--- config.mk ---
export PLATFORM = sky130hd
export DESIGN_NAME = tbam_match
export DESIGN_NICKNAME = d
export VERILOG_FILES = /design/src/rtl/tbam_pkg.sv /design/src/rtl/tbam_match.sv
export VERILOG_INCLUDE_DIRS = /design/src /design/src/rtl
export SDC_FILE = /design/constraint.sdc
export NUM_CORES = 1
export LEC_CHECK = 0
export ABC_AREA = 1
export BUFFER_PORTS_ARGS = -buffer_cell sky130_fd_sc_hd__buf_2
export CAP_MARGIN = 25
export CORE_UTILIZATION = 46
export DETAILED_ROUTE_END_ITERATION = 10
export PLACE_DENSITY = 0.8
export RECOVER_POWER = 50
export SKIP_LAST_GASP = 1
export SLEW_MARGIN = 15
export SYNTH_ARGS = -nofsm -noshare
export SYNTH_HDL_FRONTEND = slang
export SYNTH_SLANG_ARGS = --single-unit
--- constraint.sdc ---
create_clock -name sys_clk -period 0.8 [get_ports sys_clk]
set_clock_uncertainty 0.2 [all_clocks]
set_input_delay 0.04 -clock sys_clk [delete_from_list [all_inputs] [get_ports sys_clk]]
set_output_delay 0.04 -clock sys_clk [all_outputs]
set_load 0.02 [all_outputs]
--- src/rtl/tbam_cfg.svh ---
// Purpose : constants for the ten-bit multi-address target matcher
// Assumes : included by its bare name
// Notes   : definitions only
`ifndef TBAM_CFG_SVH
`define TBAM_CFG_SVH
`define TBAM_NUM_ADDR      4
`define TBAM_HDR_PREFIX    5'h1E
`define TBAM_HDR_PFX_MSB   7
`define TBAM_HDR_PFX_LSB   3
`define TBAM_HDR_HI_MSB    2
`define TBAM_HDR_HI_LSB    1
`define TBAM_HDR_RW_BIT    0
`define TBAM_ADDR_HI_MSB   9
`define TBAM_ADDR_HI_LSB   8
`define TBAM_ADDR_LO_MSB   7
`define TBAM_ADDR_LO_LSB   0
`endif

--- src/rtl/tbam_pkg.sv ---
// Purpose : types for the ten-bit multi-address target matcher
// Assumes : nothing
// Notes   : byte stream carrier from the shift logic
package tbam_pkg;
   typedef struct packed {
      logic       start;   // start or repeated start seen
      logic       stop;    // stop seen
      logic       valid;   // one received byte complete
      logic [7:0] data;
   } tbam_byte_t;

   typedef struct packed {
      logic       ack;     // drive ack for the byte just offered
      logic       data_en; // target is receiving data
      logic [1:0] idx;     // address index that matched
   } tbam_resp_t;

   typedef enum logic [1:0] {
      TBAM_IDLE = 2'b00,
      TBAM_HDR2 = 2'b01,
      TBAM_DATA = 2'b11,
      TBAM_SKIP = 2'b10
   } tbam_state_t;
endpackage

--- src/rtl/tbam_match.sv ---
// Purpose : address recognition for a target answering four 10-bit addresses
// Assumes : bytes, start and stop come from logic on sys_clk, one-cycle pulses
// Notes   : ack is a one-cycle pulse in the cycle after the byte's valid
//           data_en stays high from the full match until start or stop
//           outputs stay low for two cycles after reset release
`timescale 1ns/1ps
`include "tbam_cfg.svh"

// Notes on behaviour
// RQ1: hold four 10-bit own addresses, compare headers against all of them
// RQ2: a 10-bit address arrives as header byte then second byte
// RQ3: header byte is 11110, two upper address bits, then read/write
// RQ4: second byte carries the low eight address bits
// RQ5: ack header when its upper bits equal any enabled own address
// RQ6: ack second byte only on full 10-bit match of one address
// RQ7: upper bits of one address and low bits of another never match
// RQ8: accept data only after full match, else ignore following bytes
// RQ9: per-address header flags qualify second byte, cleared at every start
module tbam_match #(
   parameter int NUM_ADDR = `TBAM_NUM_ADDR
) (
   input  wire logic                    sys_clk,
   input  wire logic                    nrst,
   input  wire logic                    multi_en,
   input  wire logic [NUM_ADDR-1:0]     addr_en,
   input  wire logic [NUM_ADDR*10-1:0]  own_addr,
   input  wire tbam_pkg::tbam_byte_t    rx_in,
   output tbam_pkg::tbam_resp_t         resp,
   output logic                         rx_dir_read
);
   import tbam_pkg::*;

   // ----------------------------------------------------------------
   // reset release
   // ----------------------------------------------------------------
   logic rst_s1_q;
   logic rst_n_q;
   always_ff @(posedge sys_clk or negedge nrst) begin
      if (!nrst) begin
         rst_s1_q <= 1'b0;
         rst_n_q  <= 1'b0;
      end else begin
         rst_s1_q <= 1'b1;
         rst_n_q  <= rst_s1_q;
      end
   end

   // ----------------------------------------------------------------
   // comparison
   // ----------------------------------------------------------------
   // own address fields of one slot
   function automatic logic [1:0] addr_hi(input logic [NUM_ADDR*10-1:0] v, input int i);
      logic [9:0] a;
      a       = v[i*10 +: 10];
      addr_hi = a[`TBAM_ADDR_HI_MSB:`TBAM_ADDR_HI_LSB];
   endfunction

   function automatic logic [7:0] addr_lo(input logic [NUM_ADDR*10-1:0] v, input int i);
      logic [9:0] a;
      a       = v[i*10 +: 10];
      addr_lo = a[`TBAM_ADDR_LO_MSB:`TBAM_ADDR_LO_LSB];
   endfunction

   // start and stop both end whatever sequence was under way
   function automatic logic frame_edge(input tbam_byte_t b);
      frame_edge = b.start || b.stop;
   endfunction

   // lowest slot wins, so two slots holding one address still give one index
   function automatic logic [1:0] lowest_hit(input logic [NUM_ADDR-1:0] hits);
      lowest_hit = 2'h0;
      for (int i = NUM_ADDR - 1; i >= 0; i--) begin
         if (hits[i])
            lowest_hit = 2'(i);
      end
   endfunction

   tbam_state_t         state_q;
   tbam_state_t         state_d;
   logic [NUM_ADDR-1:0] slot_on;
   logic [NUM_ADDR-1:0] hi_hit_q;
   logic [NUM_ADDR-1:0] hi_hit_d;
   logic [NUM_ADDR-1:0] full_hit;
   logic                any_hi;
   logic                any_full;
   logic                is_hdr;
   logic                seq_end;
   logic                byte_in;
   logic [1:0]          idx_d;
   logic                ack_q;
   logic                ack_d;
   logic                data_en_q;
   logic [1:0]          idx_q;
   logic                dir_q;

   assign seq_end = frame_edge(rx_in);
   // a byte that shares its cycle with start or stop belongs to no sequence
   assign byte_in = rx_in.valid && !seq_end;
   assign is_hdr  = rx_in.data[`TBAM_HDR_PFX_MSB:`TBAM_HDR_PFX_LSB] == `TBAM_HDR_PREFIX; // RQ3

   // only slot 0 takes part unless multiple-target mode is on
   always_comb begin
      slot_on = addr_en;
      if (!multi_en)
         slot_on = addr_en & NUM_ADDR'(1); // RQ1
   end

   always_comb begin
      hi_hit_d = '0;
      for (int i = 0; i < NUM_ADDR; i++) begin
         hi_hit_d[i] = slot_on[i] && is_hdr &&
            (rx_in.data[`TBAM_HDR_HI_MSB:`TBAM_HDR_HI_LSB] == addr_hi(own_addr, i)); // RQ1 RQ5
      end
   end

   // one flag per slot: a single shared flag would let the upper bits of one
   // slot pair with the low byte of another
   always_comb begin
      full_hit = '0;
      for (int i = 0; i < NUM_ADDR; i++) begin
         full_hit[i] = hi_hit_q[i] && (rx_in.data == addr_lo(own_addr, i)); // RQ4 RQ6 RQ7 RQ9
      end
   end

   assign any_hi   = |hi_hit_d;
   assign any_full = |full_hit;
   assign idx_d    = lowest_hit(full_hit);

   // ----------------------------------------------------------------
   // sequence
   // ----------------------------------------------------------------
   // a header that misses every slot parks in skip until the next start or stop
   always_comb begin
      state_d = state_q;
      if (seq_end) begin
         state_d = TBAM_IDLE;
      end else if (byte_in) begin
         case (state_q)
            TBAM_IDLE: state_d = any_hi ? TBAM_HDR2 : TBAM_SKIP; // RQ2
            TBAM_HDR2: state_d = any_full ? TBAM_DATA : TBAM_SKIP; // RQ8
            TBAM_DATA: state_d = TBAM_DATA;
            TBAM_SKIP: state_d = TBAM_SKIP; // RQ8
            default:   state_d = TBAM_IDLE;
         endcase
      end
   end

   // gray codes along idle, second byte, data
   always_ff @(posedge sys_clk or negedge rst_n_q) begin
      if (!rst_n_q) begin
         state_q <= TBAM_IDLE;
      end else begin
         state_q <= state_d;
      end
   end

   always_ff @(posedge sys_clk or negedge rst_n_q) begin
      if (!rst_n_q) begin
         hi_hit_q <= '0;
      end else if (seq_end) begin
         hi_hit_q <= '0; // RQ9
      end else if (byte_in && state_q == TBAM_IDLE) begin
         hi_hit_q <= hi_hit_d;
      end
   end

   // ----------------------------------------------------------------
   // response
   // ----------------------------------------------------------------
   // ack answers the byte of the previous cycle and stands for one cycle only
   always_comb begin
      ack_d = 1'b0;
      if (byte_in) begin
         case (state_q)
            TBAM_IDLE: ack_d = any_hi; // RQ5
            TBAM_HDR2: ack_d = any_full; // RQ6 RQ7
            TBAM_DATA: ack_d = 1'b1; // RQ8
            TBAM_SKIP: ack_d = 1'b0; // RQ8
            default:   ack_d = 1'b0;
         endcase
      end
   end

   always_ff @(posedge sys_clk or negedge rst_n_q) begin
      if (!rst_n_q) begin
         ack_q <= 1'b0;
      end else begin
         ack_q <= ack_d;
      end
   end

   // data_en is a level; ack alone marks each accepted byte
   always_ff @(posedge sys_clk or negedge rst_n_q) begin
      if (!rst_n_q) begin
         data_en_q <= 1'b0;
      end else if (seq_end) begin
         data_en_q <= 1'b0;
      end else if (byte_in && state_q == TBAM_HDR2) begin
         data_en_q <= any_full; // RQ8
      end
   end

   // the index is kept after stop so the data side can still tell which slot hit
   always_ff @(posedge sys_clk or negedge rst_n_q) begin
      if (!rst_n_q) begin
         idx_q <= 2'h0;
      end else if (byte_in && state_q == TBAM_HDR2) begin
         idx_q <= idx_d; // RQ6
      end
   end

   // direction of the last header, matched or not
   always_ff @(posedge sys_clk or negedge rst_n_q) begin
      if (!rst_n_q) begin
         dir_q <= 1'b0;
      end else if (byte_in && state_q == TBAM_IDLE) begin
         dir_q <= rx_in.data[`TBAM_HDR_RW_BIT]; // RQ3
      end
   end

   assign resp        = '{ack: ack_q, data_en: data_en_q, idx: idx_q};
   assign rx_dir_read = dir_q;
endmodule // tbam_match

# Yosys cells after proc, flatten, opt, wreduce, memory -nomap -nowiden
# Cells that the tools add are included.
[word_totals] ff_bits=13 out_inout_bits=5 input_bits=58 word_cells=59
[op_classes] n_mux=16 n_reduce_logical=23 eq_ne=12
[ops] cell="8-bit == test" n=4
[ops] cell="1-bit logical AND" n=15
[ops] cell="2-bit 2-to-1 mux" n=7
[ops] cell="4-bit 2-to-1 mux" n=3
[ops] cell="2-bit == test" n=4
[ops] cell="2-bit one-hot mux with 4 select lines" n=1
[ops] cell="4-bit OR reduction" n=2
[ops] cell="2-bit nonzero test" n=3
[ops] cell="5-bit == test, second input constant" n=1
[ops] cell="2-bit == test, second input constant" n=2
[ops] cell="1-bit 2-to-1 mux" n=4
[ops] cell="1-bit one-hot mux with 4 select lines" n=1
[ops] cell="2-bit by 1-bit == test with 1-bit output, second input constant" n=1
[ops] cell="2-bit logical NOT" n=1
[ops] cell="1-bit logical NOT" n=1
[ops] cell="1-bit logical OR" n=1

# Depth between registers and ports, before layout
# Gate-level depths: netlist of the first run.
[logic_depth] ltp_word=8 depth_mapped=11 mapped_depth_nobuf=10

# Worst setup path before layout of the first run
# Ideal clock, no wire load.
[synth_timing] path_type="register to register" start="register hi_hit_q[3]" end="register state_q[0]" arrival_ns=0.971 stages_incl_launch_ff=8 path_slack_ns=-0.496 path_buffers=0 path_cell_list="dfrtp_1 -> a21boi_0 -> nand3_1 -> nor2_1 -> nor2_1 -> nand3_1 -> nand2_1 -> nand3_1"
[synth_via] elab_chain_cells=6
[synth_lines] element="from (decl)" line="tbam_match.sv:81" rtl="logic [NUM_ADDR-1:0] hi_hit_q;"
[synth_lines] element="from (signal assigned)" line="tbam_match.sv:163" rtl="hi_hit_q <= hi_hit_d;"
[synth_lines] element="1-bit logical AND" line="tbam_match.sv:121" rtl="full_hit[i] = hi_hit_q[i] && (rx_in.data == addr_lo(own_addr, i));"
[synth_lines] element="4-bit OR reduction" line="tbam_match.sv:126" rtl="assign any_full = |full_hit;"
[synth_lines] element="1-bit 2-to-1 mux" line="tbam_match.sv:140" rtl="TBAM_HDR2: state_d = any_full ? TBAM_DATA : TBAM_SKIP;"
[synth_lines] element="2-bit one-hot mux with 4 select lines" line="tbam_match.sv:138" rtl="case (state_q)"
[synth_lines] element="2-bit 2-to-1 mux" line="tbam_match.sv:137" rtl="end else if (byte_in) begin"
[synth_lines] element="2-bit 2-to-1 mux" line="tbam_match.sv:135" rtl="if (seq_end) begin"
[synth_lines] element="to (signal assigned)" line="tbam_match.sv:153" rtl="state_q <= state_d;"
[synth_lines] element="to (decl)" line="tbam_match.sv:78" rtl="tbam_state_t state_q;"
# No other way between the ends. The select of a mux whose other input is x is not followed.
# A chain may end at the register's enable or synchronous reset.

# Worst setup path in the final report of the first run
# Same ends and word-level chain as after synthesis.

==> metrics.txt, run 1 <==
share of the synthesized area in the top cell type=0.256; Post-Synthesis Cell Area=1270 µm²; Tot Pwr=between 1.5 and 2 mW; largest net degree at the start of global routing=12; Sink Count=13; largest cells by area after synthesis=dfrtp_1, nand2_1, nor2_1, inv_1, xnor2_1; Slew Viols, Final=0; #FFs+latches synth=13; critical path class=register to register; clk root buf=clkbuf_4; clock tree buffer depth=2; CTS tree=yes; violated checks=hold timing, setup timing; peak supply drop=between 1 and 1.5 mV; Starting Density=0.500; grt ovf=0; Leak=between 1 and 1.5 nW; I/O Pins=63; power density cells=a little under 900 nW/µm²; Total Neg Setup Slack=-6.55 ns; HP Class=primary input to register; Synth cell types=24; Fmax achieved=about 0.69 GHz; commonest cells in the netlist=nand2_1, nor2_1, inv_1, nand3_1, dfrtp_1; FP Rows=18; most common cell in the synthesized netlist=nand2_1; diode count=0; number of synthesized flops with an enable pin=0; Cells after DPL=roughly 340; first-pass GRT wire length=6040 µm; all-layer global routing usage=0.282; critical path's slowest cell=dfrtp_1; met2 usage=0.554; async set or reset register ratio after synthesis=1.00; Post-Syn Instances=223; vias per cell=approximately 5; die height=about 55 µm; Cell Chain, Critical Path=a21boi_2 > nand3_2 > nor2_2 > nor2_2 > nand3_1 > nand2_1 > nand3_1; worst setup margin=-0.655 ns; first-pass iteration count of the detailed router=4; syn_nets=roughly 280; initial DRC count=between 40 and 50; area leader, netlist=dfrtp_1; Residual DRC=0; hold path startpoint=rx_in[8]; Synthesis Warnings=0; IO Port Bufs=between 60 and 70; latest clock arrival within the worst-skew pair=approximately 0.28 ns; number of global-route vias before repair=between 1,500 and 2,000; Finished Layout Cells=353; WP data arrival=roughly 1.4 ns; endpoints failing setup=16; total number of vias=about 1,700; family with the most delay on the worst path=simple AND/OR/NAND/NOR gates; crit path time final=1.45 ns; wire per inst=approximately 11 µm; top_reg_cell synth=dfrtp_1; core box area=2540 µm²; Tcrit/Tclk final=1.82; share of cells above drive strength 1=0.412; initial antenna violation count=0; Worst setup SP type=register; number of buffers and inverters on the critical path=0; ANT nets after route=0; CP peak stage delay=between 0.3 and 0.4 ns; H-tree levels=1; max-cap viol count=0; post-DP HPWL=2880 µm; largest fanout on the critical path=3; Reg-to-Reg Start=hi_hit_q[3]; # nets final=roughly 380; Area Overhead vs Synth=57.8%; Worst Setup End Kind=register; Final GP Congestion=between 0.8 and 0.9; Final Hold Violating Endpoints=13; Worst EP required=~0.75 ns; status=finished, violations left; Critical Path Source=hi_hit_q[3]; global route hottest layer=met2; RSZ-0062 raised after global routing=true; Reg clk slew, reported paths=around 0.080 ns; full die area=slightly below 3000 µm²; sequential fraction of the synthesis area=0.256; syn avg cell area=5.71 µm²; Min Hold Slack=-0.146 ns; Num CTS Buffers=3; met1 Track Usage GR=0.288; met3 GRT Util=0.0639; width of the chip=between 50 and 60 µm; Post-CTS Hold Buffers=1; total length of routed wires=4050 µm
-- layer usage --
layer  wire length, µm  vias to the layer above  share of wire
met5                 0                        -              0
met4               146                        0          0.036
met3               324                       20          0.080
met2              2040                       81           0.50
met1              1540                      756           0.38
li1                  -                      872              -
-- cell type report --
type / count / area [µm²]
clock buffers: 4 / 26.3
fillers: 210 / 537
inverters: 33 / 124
multi-input cells: 171 / 847
flip-flops and latches: 13 / 325
well taps: 30 / 37.5
repair buffers: 102 / 648
-- power by group --
part | switching [mW] | total (mW) | internal, mW
Sequential | 0.00993 | 0.684 | 0.674
Clock | 0.202 | 0.395 | 0.194
Combinational | 0.341 | 0.682 | 0.341
-- final timing paths --
check	to	slack (ns)	cells after the start
max reg2reg	state_q[0]	-0.65	7
max in group asynchronous	hi_hit_q[1]	0.17	1
min in group asynchronous	rst_s1_q	-0.11	2
min reg2reg	rx_dir_read	0	1
max	state_q[0]	-0.65	7
min	state_q[1]	-0.15	4
-- worst register-to-register path, stage by stage (launching register included) --
cell	delay (ns)
dfrtp_1	0.39
a21boi_2	0.16
nand3_2	0.08
nor2_2	0.05
nor2_2	0.15
nand3_1	0.10
nand2_1	0.11
nand3_1	0.09
-- cell usage in the layout, fill, tap and decap left out --
master          n
nand2_1        73
buf_2          56
buf_4          36
nor2_1         30
inv_1          28
nand3_1        15
dfrtp_1        13
xnor2_1        10
nor2_2          8
nand2_2         7
buf_6           7
inv_2           5
o21ai_1         5
xor2_1          3
clkbuf_4        3
o21ai_0         2
nand3_2         2
a21oi_2         2
nor3_1          2
nor2_4          2
or2_0           2
o21ai_2         2
clkbuf_1        2
nand4_1         1
a21boi_2        1
and2_1          1
a21oi_1         1
nor3_2          1
dlygate4sd3_1   1
clkbuf_2        1
conb_1          1
-- flip-flops by register name (all words and copies together), names as in the netlist --
| name | cells |
|---|---|
| hi_hit_q | 4 |
| idx_q | 2 |
| state_q | 2 |
| ack_q | 1 |
| data_en_q | 1 |
| rst_n_q | 1 |
| rst_s1_q | 1 |
| rx_dir_read | 1 |
-- repair_timing --
| action | 4_1_cts | 5_1_grt |
|---|---|---|
| cloned | 0 | 0 |
| pin swaps | 8 | 11 |
| endpoints found under the setup margin | 16 | 16 |
| resized for setup | 25 | 14 |
| setup buffers | 3 | 2 |
| endpoints found under the hold margin | 17 | 17 |
-- stage by stage --
stage                util  area (µm²)  setup WS, ns  hold slack [ns]
CTS                 0.772        1970        -0.586           -0.150
global placement    0.726        1850        -0.594           -0.376
finish              0.789        2010        -0.655           -0.146
floorplan               -        1280        -0.467           -0.456
global route        0.789        2010        -0.701           -0.136
detailed placement  0.726        1850        -0.652           -0.374
-- logic make-up after synthesis --
family          count (synthesis)  synth area share
simple gates                  144             0.464
buf+inv                        39             0.132
flops                          13             0.256
other cells                     1           0.00295
compound gates                 13            0.0560
xor+xnor                       13            0.0895
(Power assumes the default switching activity.)
==> run 2: changes to the inputs <==
--- a/config.mk
+++ b/config.mk
@@ -15,2 +15,3 @@
 export RECOVER_POWER = 50
+export SKIP_CTS_REPAIR_TIMING = 1
 export SKIP_LAST_GASP = 1
--- a/constraint.sdc
+++ b/constraint.sdc
@@ -4,2 +4,2 @@
 set_output_delay 0.04 -clock sys_clk [all_outputs]
-set_load 0.02 [all_outputs]
+set_load 0.05 [all_outputs]
==> run 2 against run 1 <==
Net effect: the run still ends with hold timing, setup timing left; non-clock buffer count is 11 lower; flip-flop and latch count stayed put; hold slack worse by 0.035 ns; sequential power is 0.7% higher; via count is 6.4% lower; utilization is 4.1 points lower; combinational power is 7.2% lower; largest power group unchanged; fmax hardly changed; register-to-register slack hardly changed; wire length is 6.4% lower.
==> metrics.txt, run 2 (synthesis gave the netlist of run 1 again) <==
Fmax achieved=0.687 GHz (about the same); max-cap viol count=0 (unchanged); Placement Cell Area=1790 µm² (-3.3%); FP Rows=18 (unchanged); Layout fillers=219 (+4.3%); clk root buf=clkbuf_4; die height=54.6 µm (unchanged); largest net degree at the start of global routing=12 (unchanged); crit path time final=1.46 ns (+0.000282 ns); Tcrit/Tclk final=1.82 (about the same); first-pass GRT wire length=5460 µm (-9.5%); number of global-route vias before repair=1,438 (-6.3%); Min Hold Slack=-0.181 ns (-0.0349 ns); Slew Viols, Final=0 (unchanged); worst setup margin=-0.655 ns (-0.000282 ns); Reg clk slew, reported paths=0.09 ns (about the same); total length of routed wires=3790 µm (-6.4%); ANT nets after route=0 (unchanged); register area=329 µm² (+1.2%); Worst Setup End Kind=register; Final GP Congestion=0.877 (+4.9%); cell area after layout=1900 µm² (-5.2%); endpoints failing setup=16 (unchanged); most frequent cells in the layout=nand2_1, buf_2, nor2_1; I/O Pins=63 (unchanged); Top cell by count, worst path=nand3_1; largest fanout on the critical path=3 (unchanged); RSZ-0062 raised after global routing=true; diode count=0 (unchanged); width of the chip=54.6 µm (unchanged); status=finished, violations left; number of buffers and inverters on the critical path=0 (unchanged); critical path's slowest cell=dfrtp_1; number of flip-flops in the largest register=4 (unchanged); commonest non-fill, non-tap cell in the layout=nand2_1; first-pass iteration count of the detailed router=4 (unchanged); Starting Density=0.500 (unchanged); vias per cell=4.73 (-3.4%); core box area=2540 µm² (unchanged); Worst setup SP type=register; violated checks=hold timing, setup timing; Residual DRC=0 (unchanged); latest clock arrival within the worst-skew pair=0.29 ns (about the same); family with the most delay on the worst path=simple AND/OR/NAND/NOR gates; total number of vias=1,619 (-6.4%); Total Neg Setup Slack=-7.09 ns (-0.548 ns); all-layer global routing usage=0.254 (-0.0280); Worst EP required=0.77 ns (+0.02 ns); Biggest register=hi_hit_q; post-DP HPWL=2890 µm (about the same); IO Port Bufs=62 (unchanged); power density cells=921 nW/µm² (+5.0%); share of cells above drive strength 1=0.381 (-0.0304); Area Overhead vs Synth=49.6%; clock tree buffer depth=2 (unchanged); initial DRC count=34 (-23%); Sink Count=13 (unchanged); Final Hold Violating Endpoints=6 (-7); CTS tree=yes; CP peak stage delay=0.40 ns (about the same); # nets final=371 (-2.9%); HP Class=primary input to register; initial antenna violation count=0 (unchanged); full die area=2980 µm² (unchanged); Num CTS Buffers=3 (unchanged); critical path class=register to register; wire per inst=11.1 µm (-3.4%); Leak=1.10 nW (-5.5%); Cell Chain, Critical Path=a21boi_2 > nand3_2 > nor2_1 > nor2_2 > nand3_1 > nand2_1 > nand3_1; Top Registers=hi_hit_q: 4 flops, idx_q: 2 flops, state_q: 2 flops; multi-input logic area=825 µm² (-2.7%); H-tree levels=1 (unchanged); WP data arrival=1.42 ns (about the same); peak supply drop=1.35 mV (+13%); grt ovf=0 (unchanged)
[run 2: cell types whose count changed in the layout (fill, tap and decap cells not counted), sizes merged]
cell / before / now
clkinv: 0 / 1
buf: 99 / 87
[run 2: report_power, final]
part | total (mW) | leakage (nW) | switching (mW) | internal, mW
sequential | 0.689 | 0.170 | 0.0138 | 0.675
clock | 0.431 | 0.0177 | 0.244 | 0.186
combinational | 0.633 | 0.915 | 0.333 | 0.300
total | 1.75 | 1.10 | 0.592 | 1.16
[run 2: layer usage]
layer  GRT usage  wire, µm
met5           0         0
met4      0.0470        36
met3      0.0639       245
met2       0.464      1850
met1       0.296      1660
[run 2: cell type report]
| cell class | instances | share of cell area |
|---|---|---|
| sequential | 13 | 0.173 |
| clock buffer | 3 | 0.0118 |
| tap | 30 | 0.0197 |
| inverter | 33 | 0.0651 |
| clock inverter | 1 | 0.00263 |
| multi-input combinational | 171 | 0.433 |
| timing repair buffer | 91 | 0.295 |
[run 2: worst paths after layout]
check / from / endpoint / slack, ns / depth (start not counted)
hold reg to reg: rst_n_q / rx_dir_read / 0.02 / 1
setup / recovery: hi_hit_q[3] / state_q[0] / -0.66 / 7
hold / removal: rx_in[8] / state_q[1] / -0.18 / 4
max in group asynchronous: rst_n_q / state_q[0] / 0.10 / 1
min in group asynchronous: nrst / rst_s1_q / -0.15 / 2
setup reg to reg: hi_hit_q[3] / state_q[0] / -0.66 / 7
[run 2: worst register-to-register path: cells and delay by family, from the launching register on]
family,cells,cell delay (ns)
compound gates,1,0.17
flops,1,0.40
simple gates,6,0.57
[run 2: stage by stage]
stage	utilization	setup WS, ns	std cells	total power, mW
after floorplan	-	-0.467	223	1.01
after global placement	0.702	-0.579	336	1.28
after detailed placement	0.702	-0.607	336	1.29
after CTS	0.712	-0.621	340	1.72
after global routing	0.748	-0.752	342	1.86
final	0.748	-0.655	342	1.75
